File: config.mk
export PLATFORM = sky130hd
export DESIGN_NAME = usb_host_control_channel
export DESIGN_NICKNAME = d
export VERILOG_FILES = /design/src/usb_ctl_chan_pkg.sv /design/src/usb_host_control_channel.sv /design/src/ctl_packet_sizer.sv /design/src/ctl_irq_status.sv
export SDC_FILE = /design/constraint.sdc
export NUM_CORES = 1
export LEC_CHECK = 0
export BUFFER_PORTS_ARGS = -buffer_cell sky130_fd_sc_hd__buf_2
export CAP_MARGIN = 20
export CORE_ASPECT_RATIO = 0.75
export CORE_MARGIN = 2
export CORE_UTILIZATION = 47
export CTS_BUF_LIST = sky130_fd_sc_hd__clkbuf_2
export CTS_CLUSTER_DIAMETER = 100
export DETAILED_ROUTE_END_ITERATION = 7
export PLACE_DENSITY = 0.66
export SLEW_MARGIN = 20
export SYNTH_ARGS = -nofsm -noshare
export SYNTH_HDL_FRONTEND = slang
export SYNTH_SLANG_ARGS = --single-unit
File: constraint.sdc
create_clock -name clk_sys -period 4 [get_ports clk_sys]
set_input_delay 0.4 -clock clk_sys [delete_from_list [all_inputs] [get_ports clk_sys]]
set_output_delay 0.4 -clock clk_sys [all_outputs]
set_load 0.01 [all_outputs]
File: src/usb_ctl_chan_pkg.sv
/*
  Shared constants for the host control-transfer channel: register offsets,
  field positions, reset values and encodings.
  Assumes a 32-bit AXI4-Lite register bus with 8-bit byte addresses.
*/
`default_nettype none

package usb_ctl_chan_pkg;

  localparam int ADDR_W = 8;
  localparam int NUM_REGIONS = 6;
  localparam int SETUP_BYTES = 8;

  // Register byte offsets
  localparam logic [7:0] OFS_CONFIG_A = 8'h00;
  localparam logic [7:0] OFS_CONFIG_B = 8'h04;
  localparam logic [7:0] OFS_MAX_PKT = 8'h08;
  localparam logic [7:0] OFS_FUNC_ADDR = 8'h0C;
  localparam logic [7:0] OFS_HUB_ADDR = 8'h10;
  localparam logic [7:0] OFS_COUNT_HI = 8'h14;
  localparam logic [7:0] OFS_COUNT_LO = 8'h18;
  localparam logic [7:0] OFS_REGION_LINK = 8'h1C;
  localparam logic [7:0] OFS_INT_STATUS = 8'h20;
  localparam logic [7:0] OFS_INT_MASK = 8'h24;
  localparam logic [7:0] OFS_CHAN_STATUS = 8'h28;
  localparam logic [7:0] OFS_SETUP_BASE = 8'h40;
  localparam logic [7:0] OFS_SETUP_LAST = 8'h5C;
  localparam logic [7:0] OFS_REGION_BASE = 8'h80;
  localparam logic [7:0] OFS_REGION_LAST = 8'hDC;

  // Field positions
  localparam int CFGA_SPEED_LSB = 0;
  localparam int CFGA_TOGGLE_BIT = 2;
  localparam int CFGA_GO_BIT = 3;
  localparam int CFGA_SPLIT_BIT = 4;
  localparam int FUNC_EP_LSB = 8;
  localparam int HUB_PORT_LSB = 8;
  localparam int LINK_REGION_LSB = 4;
  localparam int STATUS_REMAIN_LSB = 16;
  localparam int INT_DONE_BIT = 0;
  localparam int INT_ERROR_BIT = 1;
  localparam int NUM_EVENTS = 2;

  // Reset values and fixed sizes
  localparam logic [6:0] MAX_PKT_RESET = 7'h08;
  localparam logic [6:0] SETUP_LEN = 7'h08;

  localparam logic [1:0] RESP_OKAY = 2'h0;
  localparam logic [1:0] RESP_SLVERR = 2'h2;

  typedef enum logic [1:0] {KIND_SETUP, KIND_IN, KIND_OUT} kind_e;
  typedef enum logic [1:0] {SPEED_HIGH, SPEED_FULL, SPEED_LOW} speed_e;

endpackage

`default_nettype wire

File: src/usb_host_control_channel.sv
/*
  Dedicated control-transfer channel of a USB host: settings registers on
  AXI4-Lite, a transfer sequencer that splits an IRP into transactions, and
  a completion interrupt.
  Assumes a transaction engine on clk_sys that takes txnReq and answers each
  request with one txnDone pulse.
*/
// Function
// - One control channel, reprogrammed per IRP for endpoints
// - Transactions run at the selected link speed
// - Toggle field loads start value, reads current
// - Issue SETUP, IN or OUT as selected
// - Tokens use the target function address
// - IRP goes to the target endpoint index
// - Split transactions use the hub address
// - Split transactions use the hub port
// - IRP byte count from high and low parts
// - FIFO region bounds, six regions, high/low parts
// - Setup stage sends the eight setup bytes
// - Channel splits IRP, interrupts on completion
`timescale 1ns/1ps
`default_nettype none

module usb_host_control_channel #(
  parameter int COUNT_W = 16
) (
  // Clock and reset
  input wire logic clk_sys,
  input wire logic rst_n,
  // AXI4-Lite write
  input wire logic [7:0] s_axi_awaddr,
  input wire logic s_axi_awvalid,
  output logic s_axi_awready,
  input wire logic [31:0] s_axi_wdata,
  input wire logic [3:0] s_axi_wstrb,
  input wire logic s_axi_wvalid,
  output logic s_axi_wready,
  output logic [1:0] s_axi_bresp,
  output logic s_axi_bvalid,
  input wire logic s_axi_bready,
  // AXI4-Lite read
  input wire logic [7:0] s_axi_araddr,
  input wire logic s_axi_arvalid,
  output logic s_axi_arready,
  output logic [31:0] s_axi_rdata,
  output logic [1:0] s_axi_rresp,
  output logic s_axi_rvalid,
  input wire logic s_axi_rready,
  // Interrupt
  output logic irq,
  // Transaction request
  output logic txnReq,
  output logic [1:0] txnKind,
  output logic [1:0] txnSpeed,
  output logic txnToggle,
  output logic txnSplit,
  output logic [6:0] txnFuncAddr,
  output logic [3:0] txnEndpoint,
  output logic [6:0] txnHubAddr,
  output logic [6:0] txnHubPort,
  output logic [6:0] txnLength,
  output logic [63:0] txnSetupData,
  output logic [15:0] fifoRegionStart,
  output logic [15:0] fifoRegionEnd,
  // Transaction result
  input wire logic txnDone,
  input wire logic txnAck,
  input wire logic txnError,
  input wire logic [6:0] txnRxLength
);

  typedef enum logic [1:0] {ST_IDLE, ST_ISSUE, ST_WAIT} state_e;

  // Settings
  logic [1:0] speedSel, next_speedSel;
  logic toggle, next_toggle;
  logic splitEn, next_splitEn;
  logic [1:0] kindSel, next_kindSel;
  logic [6:0] maxPkt, next_maxPkt;
  logic [6:0] funcAddr, next_funcAddr;
  logic [3:0] epIndex, next_epIndex;
  logic [6:0] hubAddr, next_hubAddr;
  logic [6:0] hubPort, next_hubPort;
  logic [7:0] countHi, next_countHi;
  logic [7:0] countLo, next_countLo;
  logic linkEn, next_linkEn;
  logic [2:0] linkRegion, next_linkRegion;
  logic [7:0] setupByte [usb_ctl_chan_pkg::SETUP_BYTES];
  logic [7:0] next_setupByte [usb_ctl_chan_pkg::SETUP_BYTES];
  logic [15:0] regionStart [usb_ctl_chan_pkg::NUM_REGIONS];
  logic [15:0] next_regionStart [usb_ctl_chan_pkg::NUM_REGIONS];
  logic [15:0] regionEnd [usb_ctl_chan_pkg::NUM_REGIONS];
  logic [15:0] next_regionEnd [usb_ctl_chan_pkg::NUM_REGIONS];

  // Bus state
  logic awHeld, next_awHeld, wHeld, next_wHeld;
  logic [7:0] awAddr, next_awAddr;
  logic [15:0] wData, next_wData;
  logic [1:0] wStrb, next_wStrb;
  logic bvalid, next_bvalid, rvalid, next_rvalid;
  logic [1:0] bresp, next_bresp, rresp, next_rresp;
  logic [31:0] rdata, next_rdata;

  // Sequencer state
  state_e state, next_state;
  logic [COUNT_W-1:0] remaining, next_remaining;
  logic next_txnReq, next_txnToggle;
  logic [6:0] next_txnLength;
  logic [15:0] next_regStart, next_regEnd;

  logic doWrite, writeHit, busy, startReq;
  logic [1:0] events;
  logic [1:0] intStatus, intMask;
  logic [6:0] pktLen, moved;
  logic [COUNT_W-1:0] afterMove;
  logic finished, regionOk;
  logic [2:0] regIdx, rdRegIdx;
  logic [31:0] readValue;
  logic readHit;

  assign doWrite = awHeld && wHeld && !bvalid;
  assign busy = (state != ST_IDLE);
  assign regIdx = 3'((awAddr - usb_ctl_chan_pkg::OFS_REGION_BASE) >> 4);
  assign rdRegIdx = 3'((s_axi_araddr - usb_ctl_chan_pkg::OFS_REGION_BASE) >> 4);
  assign regionOk = linkEn && (linkRegion < 3'(usb_ctl_chan_pkg::NUM_REGIONS));

  ctl_packet_sizer u_sizer (
    .remaining(16'(remaining)),
    .maxPacket(maxPkt),
    .kind(kindSel),
    .pktLen(pktLen)
  );

  ctl_irq_status #(.N(usb_ctl_chan_pkg::NUM_EVENTS)) u_irq (
    .clk_sys(clk_sys),
    .rst_n(rst_n),
    .events(events),
    .clearWrite(doWrite && awAddr == usb_ctl_chan_pkg::OFS_INT_STATUS && wStrb[0]),
    .maskWrite(doWrite && awAddr == usb_ctl_chan_pkg::OFS_INT_MASK && wStrb[0]),
    .writeData(wData[1:0]),
    .status(intStatus),
    .mask(intMask),
    .irq(irq)
  );

  // Bus handshakes; address and data may arrive in either order
  always_comb begin
    next_awHeld = awHeld;
    next_awAddr = awAddr;
    next_wHeld = wHeld;
    next_wData = wData;
    next_wStrb = wStrb;
    next_bvalid = bvalid;
    next_bresp = bresp;
    next_rvalid = rvalid;
    next_rresp = rresp;
    next_rdata = rdata;
    if (s_axi_awvalid && !awHeld) begin
      next_awHeld = 1'b1;
      next_awAddr = {s_axi_awaddr[7:2], 2'h0};
    end
    if (s_axi_wvalid && !wHeld) begin
      next_wHeld = 1'b1;
      next_wData = s_axi_wdata[15:0];
      next_wStrb = s_axi_wstrb[1:0];
    end
    if (doWrite) begin
      next_awHeld = 1'b0;
      next_wHeld = 1'b0;
      next_bvalid = 1'b1;
      next_bresp = writeHit ? usb_ctl_chan_pkg::RESP_OKAY : usb_ctl_chan_pkg::RESP_SLVERR;
    end else if (bvalid && s_axi_bready) begin
      next_bvalid = 1'b0;
    end
    if (s_axi_arvalid && !rvalid) begin
      next_rvalid = 1'b1;
      next_rdata = readValue;
      next_rresp = readHit ? usb_ctl_chan_pkg::RESP_OKAY : usb_ctl_chan_pkg::RESP_SLVERR;
    end else if (rvalid && s_axi_rready) begin
      next_rvalid = 1'b0;
    end
  end

  // Read decode; unmapped addresses answer zero with SLVERR
  always_comb begin
    readValue = 32'h0000_0000;
    readHit = 1'b1;
    unique case ({s_axi_araddr[7:2], 2'h0})
      usb_ctl_chan_pkg::OFS_CONFIG_A: begin
        readValue[usb_ctl_chan_pkg::CFGA_SPEED_LSB +: 2] = speedSel;
        readValue[usb_ctl_chan_pkg::CFGA_TOGGLE_BIT] = toggle;
        readValue[usb_ctl_chan_pkg::CFGA_GO_BIT] = busy;
        readValue[usb_ctl_chan_pkg::CFGA_SPLIT_BIT] = splitEn;
      end
      usb_ctl_chan_pkg::OFS_CONFIG_B: readValue[1:0] = kindSel;
      usb_ctl_chan_pkg::OFS_MAX_PKT: readValue[6:0] = maxPkt;
      usb_ctl_chan_pkg::OFS_FUNC_ADDR: begin
        readValue[6:0] = funcAddr;
        readValue[usb_ctl_chan_pkg::FUNC_EP_LSB +: 4] = epIndex;
      end
      usb_ctl_chan_pkg::OFS_HUB_ADDR: begin
        readValue[6:0] = hubAddr;
        readValue[usb_ctl_chan_pkg::HUB_PORT_LSB +: 7] = hubPort;
      end
      usb_ctl_chan_pkg::OFS_COUNT_HI: readValue[7:0] = countHi;
      usb_ctl_chan_pkg::OFS_COUNT_LO: readValue[7:0] = countLo;
      usb_ctl_chan_pkg::OFS_REGION_LINK: begin
        readValue[0] = linkEn;
        readValue[usb_ctl_chan_pkg::LINK_REGION_LSB +: 3] = linkRegion;
      end
      usb_ctl_chan_pkg::OFS_INT_STATUS: readValue[1:0] = intStatus;
      usb_ctl_chan_pkg::OFS_INT_MASK: readValue[1:0] = intMask;
      usb_ctl_chan_pkg::OFS_CHAN_STATUS: begin
        readValue[0] = busy;
        readValue[usb_ctl_chan_pkg::STATUS_REMAIN_LSB +: 16] = 16'(remaining);
      end
      default: begin
        if (s_axi_araddr >= usb_ctl_chan_pkg::OFS_SETUP_BASE && s_axi_araddr <= usb_ctl_chan_pkg::OFS_SETUP_LAST) begin
          readValue[7:0] = setupByte[3'(s_axi_araddr[4:2])];
        end else if (s_axi_araddr >= usb_ctl_chan_pkg::OFS_REGION_BASE
            && s_axi_araddr <= usb_ctl_chan_pkg::OFS_REGION_LAST) begin
          unique case (s_axi_araddr[3:2])
            2'h0: readValue[7:0] = regionStart[rdRegIdx][15:8];
            2'h1: readValue[7:0] = regionStart[rdRegIdx][7:0];
            2'h2: readValue[7:0] = regionEnd[rdRegIdx][15:8];
            2'h3: readValue[7:0] = regionEnd[rdRegIdx][7:0];
          endcase
        end else begin
          readHit = 1'b0;
        end
      end
    endcase
  end

  // Register writes and the transfer sequencer
  always_comb begin
    next_speedSel = speedSel;
    next_toggle = toggle;
    next_splitEn = splitEn;
    next_kindSel = kindSel;
    next_maxPkt = maxPkt;
    next_funcAddr = funcAddr;
    next_epIndex = epIndex;
    next_hubAddr = hubAddr;
    next_hubPort = hubPort;
    next_countHi = countHi;
    next_countLo = countLo;
    next_linkEn = linkEn;
    next_linkRegion = linkRegion;
    next_setupByte = setupByte;
    next_regionStart = regionStart;
    next_regionEnd = regionEnd;
    next_state = state;
    next_remaining = remaining;
    next_txnReq = txnReq;
    next_txnToggle = txnToggle;
    next_txnLength = txnLength;
    next_regStart = fifoRegionStart;
    next_regEnd = fifoRegionEnd;
    writeHit = 1'b1;
    startReq = 1'b0;
    events = 2'h0;
    moved = (kindSel == usb_ctl_chan_pkg::KIND_IN) ? txnRxLength : txnLength;
    afterMove = (remaining > COUNT_W'(moved)) ? remaining - COUNT_W'(moved) : '0;
    finished = (kindSel == usb_ctl_chan_pkg::KIND_SETUP) || (moved < maxPkt)
        || (kindSel == usb_ctl_chan_pkg::KIND_IN && afterMove == '0);
    if (doWrite && wStrb[0]) begin
      unique case (awAddr)
        usb_ctl_chan_pkg::OFS_CONFIG_A: begin
          next_speedSel = wData[usb_ctl_chan_pkg::CFGA_SPEED_LSB +: 2];
          next_splitEn = wData[usb_ctl_chan_pkg::CFGA_SPLIT_BIT];
          // Toggle loads only between transfers to keep the sequence intact
          if (!busy) next_toggle = wData[usb_ctl_chan_pkg::CFGA_TOGGLE_BIT];
          startReq = wData[usb_ctl_chan_pkg::CFGA_GO_BIT];
        end
        usb_ctl_chan_pkg::OFS_CONFIG_B: next_kindSel = wData[1:0];
        usb_ctl_chan_pkg::OFS_MAX_PKT: next_maxPkt = wData[6:0];
        usb_ctl_chan_pkg::OFS_FUNC_ADDR: next_funcAddr = wData[6:0];
        usb_ctl_chan_pkg::OFS_HUB_ADDR: next_hubAddr = wData[6:0];
        usb_ctl_chan_pkg::OFS_COUNT_HI: next_countHi = wData[7:0];
        usb_ctl_chan_pkg::OFS_COUNT_LO: next_countLo = wData[7:0];
        usb_ctl_chan_pkg::OFS_REGION_LINK: begin
          next_linkEn = wData[0];
          next_linkRegion = wData[usb_ctl_chan_pkg::LINK_REGION_LSB +: 3];
        end
        usb_ctl_chan_pkg::OFS_INT_STATUS, usb_ctl_chan_pkg::OFS_INT_MASK: writeHit = 1'b1;
        usb_ctl_chan_pkg::OFS_CHAN_STATUS: writeHit = 1'b1;
        default: begin
          if (awAddr >= usb_ctl_chan_pkg::OFS_SETUP_BASE && awAddr <= usb_ctl_chan_pkg::OFS_SETUP_LAST) begin
            next_setupByte[3'(awAddr[4:2])] = wData[7:0];
          end else if (awAddr >= usb_ctl_chan_pkg::OFS_REGION_BASE
              && awAddr <= usb_ctl_chan_pkg::OFS_REGION_LAST) begin
            unique case (awAddr[3:2])
              2'h0: next_regionStart[regIdx][15:8] = wData[7:0];
              2'h1: next_regionStart[regIdx][7:0] = wData[7:0];
              2'h2: next_regionEnd[regIdx][15:8] = wData[7:0];
              2'h3: next_regionEnd[regIdx][7:0] = wData[7:0];
            endcase
          end else begin
            writeHit = 1'b0;
          end
        end
      endcase
    end
    if (doWrite && wStrb[1]) begin
      if (awAddr == usb_ctl_chan_pkg::OFS_FUNC_ADDR) next_epIndex = wData[usb_ctl_chan_pkg::FUNC_EP_LSB +: 4];
      if (awAddr == usb_ctl_chan_pkg::OFS_HUB_ADDR) next_hubPort = wData[usb_ctl_chan_pkg::HUB_PORT_LSB +: 7];
    end
    unique case (state)
      ST_IDLE: begin
        if (startReq && regionOk) begin
          // Settings are reused per IRP, so one channel serves many endpoints
          next_remaining = COUNT_W'({countHi, countLo});
          next_regStart = regionStart[linkRegion];
          next_regEnd = regionEnd[linkRegion];
          next_state = ST_ISSUE;
        end else if (startReq) begin
          events[usb_ctl_chan_pkg::INT_ERROR_BIT] = 1'b1;
        end
      end
      ST_ISSUE: begin
        next_txnLength = pktLen;
        next_txnToggle = (kindSel == usb_ctl_chan_pkg::KIND_SETUP) ? 1'b0 : toggle;
        next_txnReq = 1'b1;
        next_state = ST_WAIT;
      end
      ST_WAIT: begin
        if (txnDone) begin
          next_txnReq = 1'b0;
          if (txnError) begin
            events[usb_ctl_chan_pkg::INT_ERROR_BIT] = 1'b1;
            next_state = ST_IDLE;
          end else if (!txnAck) begin
            // No handshake: retry the same packet, toggle unchanged
            next_state = ST_ISSUE;
          end else begin
            next_toggle = (kindSel == usb_ctl_chan_pkg::KIND_SETUP) ? 1'b1 : !toggle;
            next_remaining = (kindSel == usb_ctl_chan_pkg::KIND_SETUP) ? '0 : afterMove;
            if (finished) begin
              events[usb_ctl_chan_pkg::INT_DONE_BIT] = 1'b1;
              next_state = ST_IDLE;
            end else begin
              next_state = ST_ISSUE;
            end
          end
        end
      end
    endcase
  end

  always_ff @(posedge clk_sys or negedge rst_n) begin
    if (!rst_n) begin
      awHeld <= 1'b0;
      awAddr <= 8'h00;
      wHeld <= 1'b0;
      wData <= 16'h0000;
      wStrb <= 2'h0;
      bvalid <= 1'b0;
      bresp <= 2'h0;
      rvalid <= 1'b0;
      rresp <= 2'h0;
      rdata <= 32'h0000_0000;
      speedSel <= 2'h0;
      toggle <= 1'b0;
      splitEn <= 1'b0;
      kindSel <= 2'h0;
      maxPkt <= usb_ctl_chan_pkg::MAX_PKT_RESET;
      funcAddr <= 7'h00;
      epIndex <= 4'h0;
      hubAddr <= 7'h00;
      hubPort <= 7'h00;
      countHi <= 8'h00;
      countLo <= 8'h00;
      linkEn <= 1'b0;
      linkRegion <= 3'h0;
      setupByte <= '{default: 8'h00};
      regionStart <= '{default: 16'h0000};
      regionEnd <= '{default: 16'h0000};
      state <= ST_IDLE;
      remaining <= '0;
      txnReq <= 1'b0;
      txnToggle <= 1'b0;
      txnLength <= 7'h00;
      fifoRegionStart <= 16'h0000;
      fifoRegionEnd <= 16'h0000;
    end else begin
      awHeld <= next_awHeld;
      awAddr <= next_awAddr;
      wHeld <= next_wHeld;
      wData <= next_wData;
      wStrb <= next_wStrb;
      bvalid <= next_bvalid;
      bresp <= next_bresp;
      rvalid <= next_rvalid;
      rresp <= next_rresp;
      rdata <= next_rdata;
      speedSel <= next_speedSel;
      toggle <= next_toggle;
      splitEn <= next_splitEn;
      kindSel <= next_kindSel;
      maxPkt <= next_maxPkt;
      funcAddr <= next_funcAddr;
      epIndex <= next_epIndex;
      hubAddr <= next_hubAddr;
      hubPort <= next_hubPort;
      countHi <= next_countHi;
      countLo <= next_countLo;
      linkEn <= next_linkEn;
      linkRegion <= next_linkRegion;
      setupByte <= next_setupByte;
      regionStart <= next_regionStart;
      regionEnd <= next_regionEnd;
      state <= next_state;
      remaining <= next_remaining;
      txnReq <= next_txnReq;
      txnToggle <= next_txnToggle;
      txnLength <= next_txnLength;
      fifoRegionStart <= next_regStart;
      fifoRegionEnd <= next_regEnd;
    end
  end

  // Transaction fields mirror settings registers directly
  assign txnKind = kindSel;
  assign txnSpeed = speedSel;
  assign txnSplit = splitEn;
  assign txnFuncAddr = funcAddr;
  assign txnEndpoint = epIndex;
  assign txnHubAddr = hubAddr;
  assign txnHubPort = hubPort;
  assign s_axi_awready = !awHeld;
  assign s_axi_wready = !wHeld;
  assign s_axi_bvalid = bvalid;
  assign s_axi_bresp = bresp;
  assign s_axi_arready = !rvalid;
  assign s_axi_rvalid = rvalid;
  assign s_axi_rresp = rresp;
  assign s_axi_rdata = rdata;

  genvar g;
  generate
    for (g = 0; g < usb_ctl_chan_pkg::SETUP_BYTES; g++) begin : g_setup
      assign txnSetupData[g*8 +: 8] = setupByte[g];
    end
  endgenerate

endmodule

`default_nettype wire

File: src/ctl_packet_sizer.sv
/*
  Picks the length of the next packet of a control transfer.
  Assumes the remaining count and max packet size are stable registers.
*/
`timescale 1ns/1ps
`default_nettype none

module ctl_packet_sizer (
  // Transfer state
  input wire logic [15:0] remaining,
  input wire logic [6:0] maxPacket,
  input wire logic [1:0] kind,
  // Result
  output logic [6:0] pktLen
);

  always_comb begin
    if (kind == usb_ctl_chan_pkg::KIND_SETUP) begin
      pktLen = usb_ctl_chan_pkg::SETUP_LEN;
    end else if (remaining < {9'h000, maxPacket}) begin
      pktLen = remaining[6:0];
    end else begin
      pktLen = maxPacket;
    end
  end

endmodule

`default_nettype wire

File: src/ctl_irq_status.sv
/*
  Sticky event status, write-one-to-clear, with a mask and one level irq.
  Assumes events are single-cycle pulses from the same clock.
*/
`timescale 1ns/1ps
`default_nettype none

module ctl_irq_status #(
  parameter int N = 2
) (
  // Clock and reset
  input wire logic clk_sys,
  input wire logic rst_n,
  // Events and software access
  input wire logic [N-1:0] events,
  input wire logic clearWrite,
  input wire logic maskWrite,
  input wire logic [N-1:0] writeData,
  // State
  output logic [N-1:0] status,
  output logic [N-1:0] mask,
  output logic irq
);

  logic [N-1:0] next_status;
  logic [N-1:0] next_mask;
  logic next_irq;

  always_comb begin
    // Set wins so an event in the clearing cycle survives
    next_status = (status & ~(clearWrite ? writeData : '0)) | events;
    next_mask = maskWrite ? writeData : mask;
    next_irq = |(next_status & next_mask);
  end

  always_ff @(posedge clk_sys or negedge rst_n) begin
    if (!rst_n) begin
      status <= '0;
      mask <= '0;
      irq <= 1'b0;
    end else begin
      status <= next_status;
      mask <= next_mask;
      irq <= next_irq;
    end
  end

endmodule

`default_nettype wire

==> out/qor.txt, run 1 <==
crit share post-route -> 91.3%
Die Width -> 254 um
Worst-Margin Slew -> 1.10 ns
Initial DRC Count -> 1568
hpwl dp -> 44.9 mm
chip height -> 191 um
hold slack -> 0.120 ns
vias -> 16.5k
Synth async-reset ratio -> 100%
DR WL/cell -> 24.2 um
status -> finished, final reports clean
worst-skew pair later-pin latency -> 1.16 ns
Final setup viols -> 0
starting density of the core -> 47.7%
Synth Warn # -> 0
Final TNS setup -> 0 ns
Critical Path AT -> 4.72 ns
Fmax -> 0.274 GHz
core region area -> 46000 sq um
Final Hold Vio Count -> 0
maximum vdd drop -> 0.436 mV
Post-synth EDFFs -> 0
GPL Wtd Cong -> 0.953
Boundary Pins -> 246
initial antenna violation count -> 5
global-route wire length before repair -> 102 mm
total grt overflow -> 0
worst min-delay path class -> in2reg
Routed Antenna Nets -> 0
fillers -> 3992
clk slew on worst S/H paths -> 0.11 ns
Synth cell types -> 76
Syn Area/Cell -> 12.6 sq um
Port Buffers -> 221
max-slew violations -> 0
fin crit period -> 3.65 ns
Post-Syn Instances -> 1742
cell taking the most area after synthesis -> dfrtp_1
Num CTS Buffers -> 109
Max-slew headroom -> 26.1%
Pre-antenna DRT Iters -> 6
post-synth top area share -> 49.8%
Mapped Area -> 22000 sq um
H-tree levels -> 3
MaxCap Viol Count -> 0
met2 usage -> 41.4%
clk buf depth -> 3
GR Util All Layers -> 28.1%
crit-path max FO -> 7
Top Usage Layer GRT -> met2
unrepaired setup endpoints after global routing -> false
Site Rows -> 68
Area Growth Syn to Fin -> 15.8%
Critical Path RT -> 5.07 ns
total wire length -> 67.0 mm
nets@finish -> 2154
post-CTS setup buffer count -> 0
synth top area cells -> dfrtp_1 50%, mux2_2 20%, mux4_2 8.1%, mux2i_1 2.4%, nand2_1 1.9%
vias per inst -> 5.96
DRC violations left -> 0
sequential area share after synthesis -> 49.9%
PwrDens -> 694 nW/um^2
clk root buf -> clkbuf_2
DIE AREA -> 48500 sq um
grt met1 use -> 40.1%
vias in the first global route -> 16.9k
CP startpoint kind -> flip-flop
LEAKAGE -> 12.4 nW
GR Util met3 -> 8.17%
layout cells sized above 1 -> 43.2%
nature of the critical path endpoint -> flip-flop
Crit Path Category -> reg2reg
largest net degree at the start of global routing -> 84
Primary FF master, synth -> dfrtp_1
CTS tree -> yes
clock sink count -> 438
post-synthesis register bit count -> 438
final setup skew -> 0.0601 ns
critical path, stage by stage, from the launching register on:
cell,delay (ns)
dfrtp_1,0.39
nand2b_1,0.30
mux2_2,0.34
ha_1,0.16
inv_1,0.07
fa_1,0.44
a211oi_2,0.33
nor2_1,0.11
a2111oi_1,0.48
xor2_1,0.28
nor4_2,0.10
a211o_1,0.34
a311oi_1,0.25
worst paths after layout:
path	from	endpoint	slack, ns	cells past startpoint
min in group asynchronous	rst_n	regionEnd[13]	0.47	4
worst max register to register	txnKind[1]	state[0]	0.35	12
worst min register to register	txnToggle	txnToggle	0.49	2
worst max-delay path	txnKind[1]	state[0]	0.35	12
max in group asynchronous	rst_n	remaining[9]	3.06	4
worst min-delay path	s_axi_wdata[3]	wData[3]	0.12	3
cells in the final DEF, fill, tap and decap left out, types with 8 or more instances in the layout:
cell             n
a211oi_1         9
a21oi_1         69
a221oi_1         8
a22o_1          17
a22oi_1         54
buf_2          219
buf_4           34
clkbuf_2       163
clkinv_1        15
dfrtp_1        434
dlygate4sd3_1   68
ha_1            19
inv_1           30
mux2_2         384
mux2i_1         53
mux4_2          79
nand2_1        114
nand2b_1        10
nand3_1          9
nor2_1          96
nor2b_1         10
nor3_1          21
o21ai_0         72
o21ai_1          9
o22ai_1         17
where the power goes:
group / internal [mW] / total [mW] / leakage, nW / switching [mW]
combinational: 3.37 / 7.27 / 5.73 / 3.90
sequential: 5.77 / 7.39 / 5.98 / 1.61
clock: 1.13 / 2.99 / 0.723 / 1.86
total: 10.3 / 17.6 / 12.4 / 7.37
sequential cells by signal (all words and copies together), names as in the netlist, 7 cells and up:
name,cells
txnHubPort,7
txnFuncAddr,7
txnLength,7
fifoRegionEnd,16
maxPkt,7
txnHubAddr,7
txnSetupData,64
remaining,16
regionEnd,96
s_axi_rdata,31
countLo,8
regionStart,96
countHi,8
wData,15
fifoRegionStart,16
Yosys cell counts (3+ instances only):
cell,number
a211o_1,4
a211oi_1,9
a21o_1,7
a21oi_1,70
a221oi_1,8
a22o_1,17
a22oi_1,54
a32oi_1,4
and2_0,4
buf_1,5
buf_2,22
buf_4,7
clkbuf_1,86
clkinv_1,3
dfrtp_1,437
ha_1,19
inv_1,30
mux2_2,384
mux2i_1,53
mux4_2,79
nand2_1,114
nand2b_1,10
nand3_1,9
nor2_1,97
nor2_2,3
nor2b_1,11
nor3_1,22
nor3b_1,4
nor4_2,3
o21a_1,4
o21ai_0,72
o21ai_1,9
o22ai_1,17
o31ai_1,3
xnor2_1,5
xor2_1,4
metrics by stage:
stage	instances	setup WS, ns	util, %	power [mW]	cell area, sq um
6_report	2772	0.347	55.3	17.6	25400
5_1_grt	2770	0.129	55.3	18.7	25400
4_1_cts	2765	0.266	55.2	17.6	25400
3_5_place_dp	2515	0.283	51.7	14.5	23800
3_3_place_gp	2514	0.397	51.7	14.3	23800
2_1_floorplan	1744	0.658	-	11.9	22000
layout make-up:
type | count | area, sq um | share of cell area (%)
inverter | 33 | 124 | 0.487
timing repair buffer | 330 | 2210 | 8.71
sequential | 438 | 11000 | 43.1
antenna | 7 | 17.5 | 0.0689
clock inverter | 18 | 108 | 0.423
tap | 630 | 788 | 3.10
clock buffer | 163 | 816 | 3.21
multi-input combinational | 1153 | 10400 | 40.9
timing repair:
| item | CTS | global route |
|---|---|---|
| resized for setup | 0 | 1 |
| setup endpoints to repair | 0 | 11 |
| hold endpoints to repair | 504 | 0 |
| hold buffers | 69 | 0 |
routing by layer:
metal | up-vias | wire, um | share of wire, %
met5 | - | 0 | 0
met3 | 131 | 5960 | 8.9
met2 | 743 | 29700 | 44
met4 | 0 | 1780 | 2.7
li1 | 7159 | - | -
met1 | 8498 | 29600 | 44
logic make-up after synthesis:
logic type,count (synthesis),synth area share (%)
fa+ha+maj,20,1.17
buf+inv,153,2.86
xor+xnor,9,0.359
compound gates,302,9.00
mux,516,30.2
other cells,1,0.0171
simple gates,303,6.47
flops,438,49.9
(Power assumes the default switching activity.)
==> inputs of run 2 (changes only) <==
--- a/config.mk
+++ b/config.mk
@@ -12,8 +12,10 @@
 export CORE_UTILIZATION = 47
 export CTS_BUF_LIST = sky130_fd_sc_hd__clkbuf_2
 export CTS_CLUSTER_DIAMETER = 100
+export CTS_CLUSTER_SIZE = 14
 export DETAILED_ROUTE_END_ITERATION = 7
 export PLACE_DENSITY = 0.66
+export RECOVER_POWER = 50
 export SLEW_MARGIN = 20
 export SYNTH_ARGS = -nofsm -noshare
 export SYNTH_HDL_FRONTEND = slang
==> out/qor.txt, run 2 (synthesis gave the netlist of run 1 again) <==
status -> complete, but fails checks
violated checks -> capacitance limit, slew limit
R2R Path End -> state[0]
maximum vdd drop -> 0.510 mV (+17%)
Final TNS setup -> 0 ns (unchanged)
vias -> 15.9k (-3.8%)
core region area -> 46000 sq um (unchanged)
vias per inst -> 6.10 (+2.3%)
H-tree levels -> 2 (-1)
PwrDens -> 670 nW/um^2 (-3.4%)
hpwl dp -> 44.9 mm (unchanged)
layout cells sized above 1 -> 38.7% (-4.5 points)
crit path to -> state[0]
max-slew violations -> 143 (+143)
leading cell type in the layout, fill and taps excluded -> dfrtp_1
fin crit period -> 3.67 ns (+0.0126 ns)
dpl cell area -> 23800 sq um (unchanged)
GR Util All Layers -> 27.2% (-0.94 points)
crit share post-route -> 91.6% (+0.32 points)
unrepaired setup endpoints after global routing -> false
total wire length -> 65.2 mm (-2.7%)
LEAKAGE -> 11.6 nW (-6.6%)
clk root buf -> clkbuf_2
Cell Count, Final, Fillers Out -> 2607 (-6.0%)
initial antenna violation count -> 5 (unchanged)
placed cells -> 2515 (unchanged)
vias in the first global route -> 16.1k (-4.4%)
DRC violations left -> 0 (unchanged)
Place WS -> 0.283 ns (unchanged)
Worst-Margin Slew -> 2.10 ns (+1.00 ns)
Max-slew headroom -> -40.3% (-66 points)
CTS tree -> yes
worst setup path startpoint -> txnKind[1]
GPL Wtd Cong -> 0.953 (unchanged)
wire length on met3 -> 5.90 mm (-1.1%)
largest net degree at the start of global routing -> 84 (unchanged)
worst-skew pair later-pin latency -> 0.98 ns (-0.18 ns)
Fmax -> 0.273 GHz (-0.34%)
post-CTS setup buffer count -> 0 (unchanged)
Die Width -> 254 um (unchanged)
total grt overflow -> 0 (unchanged)
DIE AREA -> 48500 sq um (unchanged)
Port Buffers -> 221 (unchanged)
Critical Path RT -> 4.93 ns (-0.14 ns)
clk buf depth -> 3 (unchanged)
Site Rows -> 68 (unchanged)
cell area after layout -> 24300 sq um (-4.3%)
M1 WL -> 28.9 mm (-2.1%)
FF-to-FF Start -> txnKind[1]
Final Hold Vio Count -> 0 (unchanged)
Critical Path AT -> 4.60 ns (-0.12 ns)
crit-path max FO -> 7 (unchanged)
final setup skew -> 0.0836 ns (+0.0235 ns)
Routed Antenna Nets -> 0 (unchanged)
Area Growth Syn to Fin -> 10.8%
Initial DRC Count -> 1323 (-16%)
MaxCap Viol Count -> 3 (+3)
nature of the critical path endpoint -> flip-flop
Num CTS Buffers -> 37 (-66%)
Crit Path Category -> reg2reg
Final setup viols -> 0 (unchanged)
setup slack, reg-to-reg -> 0.33 ns (about the same)
starting density of the core -> 47.7% (unchanged)
Top Layer Used -> met4
global-route wire length before repair -> 99.6 mm (-2.6%)
CP startpoint kind -> flip-flop
DR WL/cell -> 25.0 um (+3.5%)
DR WL met2 -> 28.6 mm (-3.7%)
chip height -> 191 um (unchanged)
Boundary Pins -> 246 (unchanged)
nets@finish -> 2053 (-4.7%)
commonest cells after routing, fill and taps aside -> 434 x dfrtp_1, 384 x mux2_2, 186 x buf_2, 114 x nand2_1, 96 x nor2_1
clk slew on worst S/H paths -> 0.32 ns (+0.21 ns)
final setup margin -> 0.335 ns (-0.0126 ns)
worst min-delay path class -> in2reg
worst-case reg-to-reg path depth -> 12 (unchanged)
clock sink count -> 438 (unchanged)
Pre-antenna DRT Iters -> 5 (-1)
## run 2: changes by cell type in the layout (fill, tap and decap cells not counted), sizes merged
cell         change
bufinv           -1
clkinv          -14
diode            -3
dlygate4sd3     -28
clkinvlp         -2
inv              +2
clkbuf          -79
buf             -40
## run 2: where the power goes
part           switching, mW  leakage [nW]  internal [mW]
clock                   1.46         0.201          0.299
sequential              1.60          5.98           5.76
combinational           3.86          5.42           3.34
total                   6.92          11.6           9.40
## run 2: routing by layer
metal  up-vias  GRT usage (%)
met4         0           8.06
met2       678           39.9
li1       6876              -
met1      8231           39.6
met3       124           7.16
met5         -              0
## run 2: what timing repair did
action / 4_1_cts / 5_1_grt
hold endpoints to repair: 475 / 0
hold buffers: 40 / 0
endpoints found under the setup margin: 0 / 10
resized for setup: 0 / 1
## run 2: stage by stage
step / power [mW] / hold slack (ns) / util [%]
floorplan: 11.9 / 0.104 / -
global placement: 14.3 / 0.458 / 51.7
detailed placement: 14.5 / 0.462 / 51.7
CTS: 16.3 / 0.0460 / 53.1
global route: 17.3 / 0.0643 / 52.9
finish: 16.3 / 0.129 / 52.9
## run 2: layout make-up
type                            count  area [sq um]
Antenna cell                        4          10.0
Clock buffer                       45           225
Clock inverter                      3          18.8
Fill cell                        4040         21700
Inverter                           33           124
Multi-Input combinational cell   1153         10400
Sequential cell                   438         11000
Tap cell                          630           788
Timing Repair Buffer              301          1810
## run 2: how the worst min path moves through the flow
| stage | from | endpoint | slack (ns) | depth (start not counted) |
|---|---|---|---|---|
| 6_report | s_axi_rready | s_axi_rvalid | 0.13 | 3 |
| 4_1_cts | s_axi_bready | s_axi_bvalid | 0.05 | 3 |
| 3_3_place_gp | rst_n | fifoRegionStart[1] | 0.46 | 1 |
| 3_5_place_dp | s_axi_rresp[1] | s_axi_rresp[1] | 0.46 | 1 |
| 2_1_floorplan | rst_n | awAddr[2] | 0.10 | 0 |
| 5_1_grt | s_axi_rready | s_axi_rvalid | 0.06 | 3 |
## run 2: worst max-delay path, stage by stage, from the launching register on
cell	delay, ns
dfrtp_1	0.45
nand2b_1	0.30
mux2_2	0.33
ha_1	0.16
inv_1	0.07
fa_1	0.44
a211oi_2	0.33
nor2_1	0.10
a2111oi_1	0.45
xor2_1	0.29
nor4_2	0.10
a211o_1	0.33
a311oi_1	0.26
